### src/pkg/cpu_addr_consts.vh
// Constants for the register set and address generation core
`ifndef CPU_ADDR_CONSTS_VH
`define CPU_ADDR_CONSTS_VH
// Overview of operation
// [RL1] Two 8-bit accumulators, first is high byte
// [RL2] Indexed EA is index plus constant or accumulator
// [RL3] Stack pointer marks last used; calls push context; the code pushes only the two-byte return address
// [RL4] Program counter points to next instruction
// [RL5] Flags: H N Z V C, two masks, stop-disable
// [RL6] Half carry serves only decimal adjust
// [RL7] Reset fetches vector, sets masks and stop-disable
// [RL8] Words are stored high byte at lower address
// [RL9] Any byte address; no alignment restriction
// [RL10] Queue holds three code bytes at instruction start
// [RL11] Instructions of any byte length, never padded
// [RL12] Core registers are not in memory space
// [RL13] Immediate operand comes from instruction stream
// [RL14] Direct mode: high address byte is zero
// [RL15] Extended mode carries full 16-bit address
// [RL16] Relative target is offset plus program counter
// [RL17] Short indexed adds 5-bit signed constant
// [RL18] Auto modify by 1 to 8, pre or post
// [RL19] Accumulator offset adds A, B or D
// [RL20] 9-bit offset one byte, 16-bit two bytes
// [RL21] Indirect modes read pointer then use it
// [RL22] Indirect pointer read high byte first
// [RL23] Opcodes 8-bit; prefix 18 selects page two

// ---------------------------------------------
// Register offsets on the Wishbone bus
// ---------------------------------------------
`define R_CTRL 8'h00
`define R_STAT 8'h04
`define R_ACC 8'h08
`define R_IX 8'h0c
`define R_IY 8'h10
`define R_SP 8'h14
`define R_PC 8'h18
`define R_FLAG 8'h1c
`define R_EA 8'h20
`define R_OPND 8'h24
`define R_OPC 8'h28
`define GO_BIT 0

// ---------------------------------------------
// Flag register layout and reset state
// ---------------------------------------------
`define F_C 0
`define F_V 1
`define F_Z 2
`define F_N 3
`define FLAG_RST 8'hd0
`define VEC_DEFAULT 16'hfffe

// ---------------------------------------------
// Opcode fields and instruction classes
// ---------------------------------------------
`define PAGE2_PREFIX 8'h18
`define OPC_CLASS 7:4
`define OPC_COND 2:0
`define CL_REGONLY 4'h0
`define CL_INLINE8 4'h1
`define CL_INLINE16 4'h2
`define CL_DIRECT 4'h3
`define CL_LONG 4'h4
`define CL_REL8 4'h5
`define CL_REL16 4'h6
`define CL_INDEXED 4'h7
`define CL_CALL 4'h8

// ---------------------------------------------
// Indexed postbyte fields
// ---------------------------------------------
`define PB_TOP 7:5
`define PB_EXTFORM 3'b111
`define PB_RR_HI 7:6
`define PB_RR_LO 4:3
`define PB_AUTO 5
`define PB_POST 4
`define PB_N4 3:0
`define PB_SGN4 3
`define PB_N5 4:0
`define PB_SGN5 4
`define PB_ACCSEL 2
`define PB_Z 1
`define PB_S 0
`define PB_AA 1:0
`define AA_A 2'b00
`define AA_B 2'b01
`define AA_D 2'b10
`define RR_X 2'b00
`define RR_Y 2'b01
`define RR_SP 2'b10
`endif

### src/rtl/cpu_addr_core.v
// Register set, instruction queue and operand address generation
`timescale 1ns/10ps
`include "cpu_addr_consts.vh"
module cpu_addr_core #(
  parameter [15:0] VECTOR_ADDR = `VEC_DEFAULT
) (
  // System
  input wire CLK,
  input wire RESETN,
  // Wishbone slave
  input wire WB_CYC_I,
  input wire WB_STB_I,
  input wire WB_WE_I,
  input wire [7:0] WB_ADR_I,
  input wire [3:0] WB_SEL_I,
  input wire [31:0] WB_DAT_I,
  output reg [31:0] WB_DAT_O,
  output reg WB_ACK_O,
  // Internal memory bus, byte wide
  output reg MEM_REQ,
  output reg MEM_WE,
  output reg [15:0] MEM_ADDR,
  output reg [7:0] MEM_WDATA,
  input wire [7:0] MEM_RDATA,
  input wire MEM_ACK
);

  // ---------------------------------------------
  // States, one-hot
  // ---------------------------------------------
  localparam [12:0] S_VECH = 13'h0001;
  localparam [12:0] S_VECL = 13'h0002;
  localparam [12:0] S_IDLE = 13'h0004;
  localparam [12:0] S_START = 13'h0008;
  localparam [12:0] S_OPC = 13'h0010;
  localparam [12:0] S_POST = 13'h0020;
  localparam [12:0] S_EXT = 13'h0040;
  localparam [12:0] S_EXEC = 13'h0080;
  localparam [12:0] S_PTRH = 13'h0100;
  localparam [12:0] S_PTRL = 13'h0200;
  localparam [12:0] S_PUSHL = 13'h0400;
  localparam [12:0] S_PUSHH = 13'h0800;
  localparam [12:0] S_JUMP = 13'h1000;

  // ---------------------------------------------
  // Programmer-visible registers
  // ---------------------------------------------
  reg [7:0] acc_a; // First accumulator, high half of D
  reg [7:0] acc_b; // Second accumulator, low half of D
  reg [15:0] idx_x; // Index register X
  reg [15:0] idx_y; // Index register Y
  reg [15:0] sp; // Last used stack location
  reg [15:0] pc; // Next code byte to consume
  reg [7:0] flag_register; // S X H I N Z V C

  // ---------------------------------------------
  // Decoder and queue state
  // ---------------------------------------------
  reg [12:0] state;
  reg [15:0] ea; // Effective address result
  reg [15:0] operand; // Inline operand
  reg [7:0] opcode; // Last opcode taken
  reg [7:0] pb; // Indexed postbyte
  reg [15:0] long_address_mode; // Extension bytes, first one high
  reg [1:0] nleft; // Extension bytes still to take
  reg [3:0] mode; // Class of the current opcode
  reg page2; // Second opcode page selected
  reg taken; // Last branch was taken
  reg [7:0] ptr_hi; // High byte of indirect pointer
  reg [15:0] fetch_addr; // Next code byte to prefetch
  reg [7:0] q [0:2]; // Code byte queue, q[0] oldest
  reg [1:0] qcnt; // Valid bytes in queue
  reg mem_busy; // Memory request outstanding
  reg mem_fetch; // Outstanding request is a code fetch
  reg discard; // Drop the fetch that is in flight
  reg dphase; // Data access issued by this state
  reg [31:0] rd_data; // Read mux for the bus

  wire [15:0] acc_d = {acc_a, acc_b}; // [RL1]
  wire [7:0] head = q[0];
  wire bus_req = WB_CYC_I & WB_STB_I & ~WB_ACK_O;
  wire bus_wr = bus_req & WB_WE_I;
  wire [7:0] bus_ofs = {WB_ADR_I[7:2], 2'b00};
  wire in_idle = (state == S_IDLE);
  // Queue bytes are consumed by the decode states only
  wire pop = ((state == S_OPC) | (state == S_POST) |
    (state == S_EXT)) & (qcnt != 2'd0);
  // Prefetch pauses while data accesses own the bus
  wire dstate = (state == S_VECH) | (state == S_VECL) |
    (state == S_PTRH) | (state == S_PTRL) |
    (state == S_PUSHL) | (state == S_PUSHH);
  wire fetch_ok = ~dstate & (state != S_JUMP) & ~mem_busy &
    (qcnt != 2'd3);
  wire push = MEM_ACK & mem_busy & mem_fetch & ~discard;
  wire [1:0] wr_idx = qcnt - {1'b0, pop};
  wire data_ack = dphase & MEM_ACK;
  wire redirect = (state == S_JUMP) |
    (bus_wr & in_idle & (bus_ofs == `R_PC));

  // ---------------------------------------------
  // Helper functions
  // ---------------------------------------------
  // Base register for an indexed form
  function [15:0] pick_base;
    input [1:0] rr;
    input [15:0] x;
    input [15:0] y;
    input [15:0] s;
    input [15:0] p;
    begin
      case (rr)
        `RR_X: pick_base = x;
        `RR_Y: pick_base = y;
        `RR_SP: pick_base = s;
        default: pick_base = p;
      endcase
    end
  endfunction

  // Byte-lane merge of a 16-bit register write
  function [15:0] merge16;
    input [15:0] old;
    input [15:0] wd;
    input [1:0] sel;
    begin
      merge16 = {sel[1] ? wd[15:8] : old[15:8],
        sel[0] ? wd[7:0] : old[7:0]};
    end
  endfunction

  // Branch condition on N, Z, V and C only
  function cond_true;
    input [2:0] cc;
    input [7:0] f;
    begin
      case (cc)
        3'd0: cond_true = 1'b1;
        3'd1: cond_true = f[`F_Z];
        3'd2: cond_true = ~f[`F_Z];
        3'd3: cond_true = f[`F_C];
        3'd4: cond_true = ~f[`F_C];
        3'd5: cond_true = f[`F_N];
        3'd6: cond_true = f[`F_V];
        default: cond_true = f[`F_N] ^ f[`F_V];
      endcase
    end
  endfunction

  // ---------------------------------------------
  // Effective address datapath
  // ---------------------------------------------
  reg [1:0] rr; // Selected base register code
  reg [15:0] base; // Selected base value
  reg [15:0] amt; // Auto-modify step
  reg [15:0] next_ea;
  reg [15:0] next_base; // Base after auto-modify
  reg upd; // Base register is written back
  reg indirect; // Pointer must be fetched first
  reg [15:0] d_addr; // Address of the data access
  reg d_we;
  reg [7:0] d_wdata;

  // Address formation for every mode, decided in S_EXEC
  always @* begin
    rr = (pb[`PB_TOP] == `PB_EXTFORM) ? pb[`PB_RR_LO] : pb[`PB_RR_HI];
    // Program counter as base already points past the instruction
    base = pick_base(rr, idx_x, idx_y, sp, pc); // [RL4]
    amt = pb[`PB_SGN4] ? {12'hfff, pb[`PB_N4]} :
      {12'h000, pb[`PB_N4]} + 16'h0001;
    next_ea = ea;
    next_base = base;
    upd = 1'b0;
    indirect = 1'b0;
    case (mode)
      `CL_DIRECT: next_ea = {8'h00, long_address_mode[7:0]}; // [RL14]
      `CL_LONG, `CL_CALL: next_ea = long_address_mode; // [RL15]
      `CL_REL8: next_ea = pc + {{8{long_address_mode[7]}}, long_address_mode[7:0]}; // [RL16]
      `CL_REL16: next_ea = pc + long_address_mode; // [RL16]
      `CL_INDEXED: begin
        if (pb[`PB_TOP] != `PB_EXTFORM && !pb[`PB_AUTO]) begin
          // Short form, -16 to +15
          next_ea = base + {{11{pb[`PB_SGN5]}}, pb[`PB_N5]}; // [RL17]
        end else if (pb[`PB_TOP] != `PB_EXTFORM) begin
          // Auto modify never sees the program counter here
          next_base = base + amt; // [RL18]
          next_ea = pb[`PB_POST] ? base : next_base; // [RL18]
          upd = 1'b1;
        end else if (!pb[`PB_ACCSEL]) begin
          if (!pb[`PB_Z]) begin
            // Sign of the 9-bit offset lives in the postbyte
            next_ea = base + {{8{pb[`PB_S]}}, long_address_mode[7:0]}; // [RL20]
          end else begin
            next_ea = base + long_address_mode; // [RL2] [RL20]
            indirect = pb[`PB_S]; // [RL21]
          end
        end else begin
          // Accumulator offsets are unsigned
          case (pb[`PB_AA])
            `AA_A: next_ea = base + {8'h00, acc_a}; // [RL19]
            `AA_B: next_ea = base + {8'h00, acc_b}; // [RL19]
            `AA_D: next_ea = base + acc_d; // [RL19]
            default: begin
              next_ea = base + acc_d; // [RL21]
              indirect = 1'b1;
            end
          endcase
        end
      end
      default: next_ea = ea;
    endcase
  end

  // Address and data of the access owned by a data state
  always @* begin
    d_we = 1'b0;
    d_wdata = 8'h00;
    case (state)
      S_VECH: d_addr = VECTOR_ADDR; // [RL7]
      S_VECL: d_addr = VECTOR_ADDR + 16'h0001;
      S_PTRH: d_addr = ea; // [RL22]
      S_PTRL: d_addr = ea + 16'h0001; // [RL9]
      S_PUSHL: begin
        // Low byte goes to the higher address
        d_addr = sp - 16'h0001; // [RL8]
        d_we = 1'b1;
        d_wdata = pc[7:0];
      end
      S_PUSHH: begin
        d_addr = sp - 16'h0002; // [RL3] [RL8]
        d_we = 1'b1;
        d_wdata = pc[15:8];
      end
      default: d_addr = 16'h0000;
    endcase
  end

  // Bus read view; core registers sit only here, never in memory
  always @* begin
    case (bus_ofs)
      `R_STAT: rd_data = {24'h000000, mode, 1'b0, taken, page2,
        ~in_idle};
      `R_ACC: rd_data = {16'h0000, acc_d}; // [RL12]
      `R_IX: rd_data = {16'h0000, idx_x};
      `R_IY: rd_data = {16'h0000, idx_y};
      `R_SP: rd_data = {16'h0000, sp};
      `R_PC: rd_data = {16'h0000, pc};
      `R_FLAG: rd_data = {24'h000000, flag_register};
      `R_EA: rd_data = {16'h0000, ea};
      `R_OPND: rd_data = {16'h0000, operand};
      `R_OPC: rd_data = {24'h000000, opcode};
      default: rd_data = 32'h00000000;
    endcase
  end

  // ---------------------------------------------
  // Wishbone answer: one wait state, every access
  // ---------------------------------------------
  always @(posedge CLK) begin
    if (!RESETN) begin
      WB_ACK_O <= 1'b0;
      WB_DAT_O <= 32'h00000000;
    end else begin
      WB_ACK_O <= bus_req;
      if (bus_req) begin
        WB_DAT_O <= rd_data;
      end
    end
  end

  // ---------------------------------------------
  // Queue, memory port and sequencer
  // ---------------------------------------------
  always @(posedge CLK) begin
    if (!RESETN) begin
      state <= S_VECH;
      acc_a <= 8'h00;
      acc_b <= 8'h00;
      idx_x <= 16'h0000;
      idx_y <= 16'h0000;
      sp <= 16'h0000;
      pc <= 16'h0000;
      flag_register <= `FLAG_RST; // [RL7]
      ea <= 16'h0000;
      operand <= 16'h0000;
      opcode <= 8'h00;
      pb <= 8'h00;
      long_address_mode <= 16'h0000;
      nleft <= 2'd0;
      mode <= `CL_REGONLY;
      page2 <= 1'b0;
      taken <= 1'b0;
      ptr_hi <= 8'h00;
      fetch_addr <= 16'h0000;
      q[0] <= 8'h00;
      q[1] <= 8'h00;
      q[2] <= 8'h00;
      qcnt <= 2'd0;
      mem_busy <= 1'b0;
      mem_fetch <= 1'b0;
      discard <= 1'b0;
      dphase <= 1'b0;
      MEM_REQ <= 1'b0;
      MEM_WE <= 1'b0;
      MEM_ADDR <= 16'h0000;
      MEM_WDATA <= 8'h00;
    end else begin
      // Completion of any outstanding access
      if (mem_busy && MEM_ACK) begin
        mem_busy <= 1'b0;
        MEM_REQ <= 1'b0;
        MEM_WE <= 1'b0;
        discard <= 1'b0;
      end
      // Byte queue: shift on pop, fill behind the survivors
      if (pop) begin
        q[0] <= q[1];
        q[1] <= q[2];
      end
      if (push) begin
        q[wr_idx] <= MEM_RDATA; // [RL10]
      end
      qcnt <= qcnt - {1'b0, pop} + {1'b0, push};
      // Prefetch one byte at a time, any address
      if (fetch_ok) begin
        MEM_REQ <= 1'b1;
        MEM_ADDR <= fetch_addr; // [RL9]
        fetch_addr <= fetch_addr + 16'h0001;
        mem_busy <= 1'b1;
        mem_fetch <= 1'b1;
      end else if (dstate && !mem_busy && !dphase) begin
        MEM_REQ <= 1'b1;
        MEM_WE <= d_we;
        MEM_ADDR <= d_addr;
        MEM_WDATA <= d_wdata;
        mem_busy <= 1'b1;
        mem_fetch <= 1'b0;
        dphase <= 1'b1;
      end
      if (data_ack) begin
        dphase <= 1'b0;
      end
      // Change of flow: empty the queue, drop a fetch in flight
      if (redirect) begin
        fetch_addr <= (state == S_JUMP) ? ea : WB_DAT_I[15:0];
        qcnt <= 2'd0;
        // A fetch launched on this same edge still reads the old address
        discard <= (mem_busy & mem_fetch & ~MEM_ACK) | fetch_ok;
      end
      case (state)
        S_VECH: begin
          if (data_ack) begin
            pc[15:8] <= MEM_RDATA; // [RL7] [RL8]
            state <= S_VECL;
          end
        end
        S_VECL: begin
          if (data_ack) begin
            pc[7:0] <= MEM_RDATA;
            fetch_addr <= {pc[15:8], MEM_RDATA};
            qcnt <= 2'd0;
            state <= S_IDLE;
          end
        end
        S_IDLE: begin
          // Registers load only while the sequencer rests
          if (bus_wr) begin
            case (bus_ofs)
              `R_CTRL: begin
                if (WB_SEL_I[0] && WB_DAT_I[`GO_BIT]) begin
                  page2 <= 1'b0;
                  taken <= 1'b0;
                  state <= S_START;
                end
              end
              `R_ACC: {acc_a, acc_b} <= merge16(acc_d,
                WB_DAT_I[15:0], WB_SEL_I[1:0]);
              `R_IX: idx_x <= merge16(idx_x, WB_DAT_I[15:0],
                WB_SEL_I[1:0]);
              `R_IY: idx_y <= merge16(idx_y, WB_DAT_I[15:0],
                WB_SEL_I[1:0]);
              `R_SP: sp <= merge16(sp, WB_DAT_I[15:0], WB_SEL_I[1:0]);
              `R_PC: pc <= WB_DAT_I[15:0];
              // Half carry is kept for decimal adjust, read by none
              `R_FLAG: begin
                if (WB_SEL_I[0]) begin
                  flag_register <= WB_DAT_I[7:0]; // [RL5] [RL6]
                end
              end
              default: state <= S_IDLE;
            endcase
          end
        end
        S_START: begin
          // Wait for three code bytes before decoding
          if (qcnt == 2'd3) begin
            state <= S_OPC; // [RL10]
          end
        end
        S_OPC: begin
          if (pop) begin
            pc <= pc + 16'h0001; // [RL11]
            if (head == `PAGE2_PREFIX && !page2) begin
              page2 <= 1'b1; // [RL23]
            end else begin
              opcode <= head; // [RL23]
              mode <= head[`OPC_CLASS];
              long_address_mode <= 16'h0000;
              case (head[`OPC_CLASS])
                `CL_INLINE8, `CL_DIRECT, `CL_REL8: begin
                  nleft <= 2'd1;
                  state <= S_EXT;
                end
                `CL_INLINE16, `CL_LONG, `CL_REL16, `CL_CALL: begin
                  nleft <= 2'd2;
                  state <= S_EXT;
                end
                `CL_INDEXED: state <= S_POST;
                // Single-byte instruction ends here
                default: state <= S_IDLE; // [RL11]
              endcase
            end
          end
        end
        S_POST: begin
          if (pop) begin
            pb <= head;
            pc <= pc + 16'h0001;
            if (head[`PB_TOP] == `PB_EXTFORM && !head[`PB_ACCSEL]) begin
              nleft <= head[`PB_Z] ? 2'd2 : 2'd1; // [RL20]
              state <= S_EXT;
            end else begin
              state <= S_EXEC;
            end
          end
        end
        S_EXT: begin
          if (pop) begin
            long_address_mode <= {long_address_mode[7:0], head}; // [RL8] [RL13]
            pc <= pc + 16'h0001;
            nleft <= nleft - 2'd1;
            if (nleft == 2'd1) begin
              state <= S_EXEC;
            end
          end
        end
        S_EXEC: begin
          ea <= next_ea; // [RL2]
          state <= S_IDLE;
          case (mode)
            `CL_INLINE8, `CL_INLINE16: operand <= long_address_mode; // [RL13]
            `CL_REL8, `CL_REL16: begin
              taken <= cond_true(opcode[`OPC_COND],
                flag_register); // [RL5]
              if (cond_true(opcode[`OPC_COND], flag_register)) begin
                state <= S_JUMP;
              end
            end
            `CL_CALL: state <= S_PUSHL; // [RL3]
            `CL_INDEXED: begin
              if (upd) begin
                case (rr)
                  `RR_X: idx_x <= next_base; // [RL18]
                  `RR_Y: idx_y <= next_base;
                  default: sp <= next_base;
                endcase
              end
              if (indirect) begin
                state <= S_PTRH; // [RL21]
              end
            end
            default: state <= S_IDLE;
          endcase
        end
        S_PTRH: begin
          if (data_ack) begin
            ptr_hi <= MEM_RDATA; // [RL22]
            state <= S_PTRL;
          end
        end
        S_PTRL: begin
          if (data_ack) begin
            ea <= {ptr_hi, MEM_RDATA}; // [RL21] [RL22]
            state <= S_IDLE;
          end
        end
        S_PUSHL: begin
          if (data_ack) begin
            state <= S_PUSHH;
          end
        end
        S_PUSHH: begin
          if (data_ack) begin
            sp <= sp - 16'h0002; // [RL3]
            state <= S_JUMP;
          end
        end
        S_JUMP: begin
          pc <= ea; // [RL16]
          state <= S_IDLE;
        end
        default: state <= S_IDLE;
      endcase
    end
  end

endmodule

### config.mk
export PLATFORM = sky130hd
export DESIGN_NAME = cpu_addr_core
export DESIGN_NICKNAME = d
export VERILOG_FILES = /design/src/rtl/cpu_addr_core.v
export VERILOG_INCLUDE_DIRS = /design/src /design/src/pkg
export SDC_FILE = /design/constraint.sdc
export NUM_CORES = 1
export LEC_CHECK = 0
export BUFFER_PORTS_ARGS = -buffer_cell sky130_fd_sc_hd__buf_2
export CORE_MARGIN = 5
export CORE_UTILIZATION = 30
export CTS_CLUSTER_DIAMETER = 150
export DETAILED_ROUTE_END_ITERATION = 12
export PLACE_DENSITY_LB_ADDON = 0.1
export SETUP_SLACK_MARGIN = 0.15
export SLEW_MARGIN = 20
export SYNTH_ARGS = -nofsm -noshare
export SYNTH_HDL_FRONTEND = slang
export SYNTH_SLANG_ARGS = --single-unit
### constraint.sdc
create_clock -name CLK -period 8.35 [get_ports CLK]
set_input_delay 1.67 -clock CLK [delete_from_list [all_inputs] [get_ports CLK]]
set_output_delay 1.67 -clock CLK [all_outputs]
set_load 0.05 [all_outputs]
==> results.cfg, run 1 <==
[drt]
wl_met1_um = 41300
top_layer_used = met5
num_vias = 20200
wl_met2_um = 40700
drt_iter0_drc = 2517
ant_nets = 0
wl_per_cell_um = 28.4
wl_um = 94600
drcViolationCount = 0
vias_per_cell = 6.07
wl_met3_um = 8110
detail_route.first_pass.iterations = 8

[global_route]
grt_pass1_vias = 18500
grt_usage_pct = 26.5
grt_pass1_wl_um = 133000
grt_antenna_before_repair = 3
grt_max_degree = 108
overflow = 0

[finish]
drive_gt1_share_pct = 11.0
syn_to_final_growth_pct = 12.3
final_nets = 2596

[sta]
max_freq_mhz = 185
hold_violations = 0
tightest_slew_ns = 1.23
finClkSkew_ns = 0.0251
max_slew_margin_pct = 17.4
setup_ws_ns = 2.93
finalCriticalPeriod_ns = 5.42
period_share_pct = 64.9
setup_violations = 0
rsz0062_at_grt = false
setup-tns-final_ns = 0
maxSlewViolCount = 0

[placed_design]
dp_worst_setup_slack_ns = 3.06
finalWeightedCongestion = 0.982
io_buffers = 80
dp_hpwl_um = 71800

[outcome]
status = finished clean

[clock_tree]
clockBufferDepth = 3
insertion_delay_ns = 0.55
htree_levels = 2
clockRootBuffer = clkbuf_16
cts_buffers = 34
cts_tree = yes
path_clk_slew_ns = 0.07
cts_resized = 0
postCtsSetupRepairBufs = 0
cts.sinks = 265
ctsHoldBuffers = 0

[job]
drv_cap = 0

[die]
die_h_um = 261
dieArea_um2 = 68100
core_area_um2 = 62700
rows = 92
start_util_pct = 30.1
die_width_um = 261
io_pins = 117

[synth]
synth_top_area_share_pct = 25.5
ys_seq_elements = 265
yosysWarnings = 0
yosysTopAreaCell = dfxtp_1
avgSynthCellArea_um2 = 7.67
postSynthCellCount = 2463
yosysMostFrequentCell = a21oi_1
synthArstFlopShare_pct = 0
synthFlopType = dfxtp_1
synth_edf_count = 24
yosysSeqAreaShare_pct = 29.3
syn_area_um2 = 18900
ys_top_cells_by_area = dfxtp_1, a21oi_1, nand2_1
synthTopCellsByCount = a21oi_1, nand2_1, dfxtp_1
synth_cell_type_count = 93

[hold_path]
hold_depth = 2
min_path_type = reg -> reg

[critical_path]
crit_arrival_ns = 5.89
critPathRequiredTime_ns = 8.83
crit_path_start_kind = flop
cp_max_fo = 16
path_class = reg -> reg
critPathCaptureType = flop
reg2reg_slack_ns = 2.93
reg2regPathDepth = 12

[power]
peakVddDrop_mv = 0.115
leakage_uw = 0.00778
power_density_nw_per_um2 = 206
==> placed cells by master (no fill, tap or decap), types with 12 or more instances in the layout <==
cell,instances
nor3_1,52
a222oi_1,25
o211ai_1,21
o31ai_1,12
clkbuf_16,37
xnor2_1,55
o22ai_1,19
nor2b_1,19
mux4_2,15
a22oi_1,55
mux2i_1,49
nand3_1,85
nand2b_1,24
o21ai_0,150
and3_1,35
and2_1,16
inv_1,28
ha_1,74
edfxtp_1,24
nand2_1,296
a31oi_1,52
nand4_1,27
a21o_1,27
a21oi_1,298
a211oi_1,26
dfxtp_1,241
a221oi_1,41
xor2_1,37
buf_2,80
a31o_2,12
buf_4,56
conb_1,16
a22o_1,18
or3_1,15
nor2_1,238
==> sequential cells by signal, summed over array words and instances, names as in the netlist, 2 cells and up <==
register           flops
long_address_mode     16
MEM_WDATA              8
q                     24
nleft                  2
opcode                 8
pb                     8
operand               16
flag_register          8
idx_x                 16
MEM_ADDR              16
WB_DAT_O              16
pc                    16
acc_a                  8
idx_y                 16
acc_b                  8
ptr_hi                 8
qcnt                   2
ea                    16
state                 13
fetch_addr            16
pick_base.s           16
==> cells by family (layout without fill, tap and decap cells) <==
logic type / count (synthesis) / after routing / synth area share, %
AOI/OAI and AO/OA: 840 / 840 / 28.7
xor gates and xnor gates: 92 / 92 / 4.26
adders and majority gates: 78 / 78 / 5.32
buffers and inverters: 221 / 227 / 4.91
DFF: 265 / 265 / 29.3
muxes: 71 / 71 / 4.80
other: 1 / 17 / 0.0198
and+or+nand+nor: 895 / 895 / 22.7
==> report_power, final <==
| part | switching [uW] | leakage (uW) | total (uW) | internal (uW) |
|---|---|---|---|---|
| logic | 926 | 0.00501 | 1310 | 380 |
| registers | 131 | 0.00220 | 1510 | 1380 |
| clock network | 616 | 0.000567 | 1570 | 953 |
| total | 1670 | 0.00778 | 4380 | 2710 |
==> stage by stage <==
step	hold WS (ns)	instance area, um^2	instances	total power [uW]	utilization [%]
after floorplan	0.431	19000	2478	2330	-
after global placement	0.443	20100	3270	2810	32.0
after detailed placement	0.444	20100	3270	2810	32.0
after CTS	0.452	21200	3330	4380	33.8
after global routing	0.471	21200	3331	4550	33.8
final	0.451	21200	3331	4380	33.8
==> worst paths after layout <==
path / startpoint / endpoint
max: pb[7]$_SDFFE_PN0P_ / pick_base.s[13]$_SDFFE_PN0P_
min: operand[10]$_SDFFE_PN0P_ / operand[10]$_SDFFE_PN0P_
max reg2reg: pb[7]$_SDFFE_PN0P_ / pick_base.s[13]$_SDFFE_PN0P_
min reg2reg: operand[10]$_SDFFE_PN0P_ / operand[10]$_SDFFE_PN0P_
==> final cells by class <==
cell class / count / area, um^2
multi-input cells: 1992 / 12500
repair buffers: 136 / 821
diodes: 1 / 2.50
clock inverters: 9 / 125
fillers: 6655 / 41500
flip-flops and latches: 265 / 5550
well taps: 846 / 1060
clock buffers: 51 / 1040
inverters: 31 / 121
==> worst max-delay path, stage by stage, from the launching register on <==
cell,delay (ns)
dfxtp_1,0.66
nand3b_1,0.41
nand2_1,0.82
mux4_2,0.59
ha_1,0.36
a211oi_1,0.31
o21ai_0,0.25
a211oi_1,0.46
a22oi_1,0.16
xnor2_1,0.19
a211oi_1,0.76
o21ai_0,0.22
a21oi_1,0.15
==> routing by layer <==
layer	track usage, %	vias up
li1	-	9132
met1	37.2	9937
met2	40.3	956
met3	4.90	188
met4	10.6	2
met5	0	-
Note: power is estimated with default switching activity, not from simulation.
==> run 2, diff against run 1 <==
==> constraint.sdc (replaced) <==
create_clock -name CLK -period 4.7 [get_ports CLK]
set_input_delay 0.94 -clock CLK [delete_from_list [all_inputs] [get_ports CLK]]
set_output_delay 0.94 -clock CLK [all_outputs]
set_load 0.05 [all_outputs]
==> run 2 against run 1 <==
Compared with the run above: clock skew rose by 0.0081 ns; worst setup slack got worse by 2.6 ns; highest routed layer unchanged; critical endpoint is now idx_y[12]$_SDFFE_PN0P_; wire length rose by 4.5%; via count is 2.3% higher.
==> results.cfg, run 2 (same netlist as run 1, synthesis figures left out) <==
[sta]
rsz0062_at_grt = true
setup_ws_ns = 0.307
period_share_pct = 93.5
tightest_slew_ns = 1.11
setup-tns-final_ns = 0
finalCriticalPeriod_ns = 4.39
hold_violations = 0
max_freq_mhz = 228
max_slew_margin_pct = 25.2
maxSlewViolCount = 0
finClkSkew_ns = 0.0332
setup_violations = 0

[finish]
final_common_cell = a21oi_1
fill_cells = 6678
final_cell_mix = a21oi_1, nand2_1, dfxtp_1
regMostFlops = q
drive_gt1_share_pct = 13.4
final_nets = 2661
stdcell_count = 3400
syn_to_final_growth_pct = 15.4
largest_reg_flops = 24

[power]
p_int_uw = 4920
p_seq_share_pct = 33.5
peakVddDrop_mv = 0.334
power_switching_share_pct = 38.7
pwr-share-comb_pct = 30.1
power_density_nw_per_um2 = 368
p_switching_uw = 3110
leakage_uw = 0.00816
clockPowerShare_pct = 36.5

[clock_tree]
cts_tree = yes
cts_buffers = 35
clockRootBuffer = clkbuf_16
clockBufferDepth = 3
path_clk_slew_ns = 0.06
insertion_delay_ns = 0.57
cts.sinks = 265
htree_levels = 2

[die]
start_util_pct = 30.1
dieArea_um2 = 68100
core_area_um2 = 62700
io_pins = 117
die_h_um = 261
rows = 92
die_width_um = 261

[critical_path]
reg2regPathDepth = 16
critPathRequiredTime_ns = 5.16
cp_common_cell = a21oi_1
path_class = reg -> reg
cp.depth = 16
crit_buf_inv = 2
crit_chain = nand2_1 -> o21ai_1 -> buf_4 -> mux4_2 -> ha_1 -> fa_1 -> a211oi_1 -> o21a_1 -> o31ai_1 -> a2111oi_2 -> a41oi_1 -> a21oi_1 -> a21oi_1 -> buf_4 -> o21a_1 -> a21oi_1
crit_arrival_ns = 4.85
slowest_delay_ns = 0.50
crit_path_start_kind = flop
critPathCaptureType = flop
slowest_stage = fa_1
cp_max_fo = 7
critical-path-top-delay-family = compound AO/OA/AOI/OAI gates

[drt]
drcViolationCount = 0
wl_per_cell_um = 29.1
drt_iter0_drc = 2654
vias_per_cell = 6.08
ant_nets = 0
wl_um = 98900
num_vias = 20700
detail_route.first_pass.iterations = 7

[job]
drv_cap = 0

[outcome]
status = finished clean

[global_route]
grt_antenna_before_repair = 3
grt_max_degree = 99
grt_pass1_wl_um = 138000
grt_pass1_vias = 19100
overflow = 0
grt_usage_pct = 27.8

[placed_design]
dp_worst_setup_slack_ns = 0.393
finalWeightedCongestion = 0.989
dp_cells = 3333
dp_hpwl_um = 75900
io_buffers = 80

[hold_path]
hold_depth = 2
min_path_type = reg -> reg
==> run 2: layout make-up <==
type                            count  area [um^2]  area share [%]
Multi-Input combinational cell   1992        12500            57.5
Sequential cell                   265         5550            25.4
Timing Repair Buffer              200         1310            6.02
Tap cell                          846         1060            4.85
Clock buffer                       48          987            4.53
Clock inverter                     16          240            1.10
Inverter                           31          121           0.557
Antenna cell                        2         5.00          0.0230
==> run 2: power by group through the flow <==
stage	combinational (uW)	clock, uW	sequential [uW]
after detailed placement	2350	0	2720
after global routing	2550	3070	2690
after floorplan	1360	0	2780
final	2410	2930	2690
after CTS	2360	2980	2670
after global placement	2340	0	2720
==> run 2: timing repair <==
| action | in CTS | in global routing |
|---|---|---|
| endpoints found under the setup margin | 0 | 6 |
| buffers inserted | 0 | 1 |
| hold buffers | 0 | 0 |
| endpoints found under the hold margin | 0 | 0 |
| resized for setup | 0 | 4 |
==> run 2: per-stage QoR <==
step / hold WS (ns) / instance area, um^2 / total power [uW] / util [%]
6_report: 0.452 / 21800 / 8030 / 34.8
3_3_place_gp: 0.444 / 20500 / 5060 / 32.7
4_1_cts: 0.455 / 21800 / 8010 / 34.7
2_1_floorplan: 0.431 / 19000 / 4150 / -
5_1_grt: 0.474 / 21800 / 8320 / 34.8
3_5_place_dp: 0.446 / 20500 / 5060 / 32.8
==> run 2: worst paths after layout <==
path | start | to | slack (ns)
worst max-delay path | pb[6]$_SDFFE_PN0P_ | idx_y[12]$_SDFFE_PN0P_ | 0.31
worst min register to register | operand[10]$_SDFFE_PN0P_ | operand[10]$_SDFFE_PN0P_ | 0.45
worst min-delay path | operand[10]$_SDFFE_PN0P_ | operand[10]$_SDFFE_PN0P_ | 0.45
worst max register to register | pb[6]$_SDFFE_PN0P_ | idx_y[12]$_SDFFE_PN0P_ | 0.31
==> run 2: tightest hold or removal path: stages, from the launching register on <==
cell and delay (ns):
dfxtp_1 0.31, nand2_1 0.05, a21oi_1 0.05
==> run 2: routing by layer <==
layer / vias up / GRT usage, % / wire length, um
met2: 1080 / 41.8 / 42200
met4: 2 / 11.4 / 4760
met3: 195 / 5.53 / 9520
li1: 9276 / - / -
met5: - / 0 / 13
met1: 10100 / 39.0 / 42400
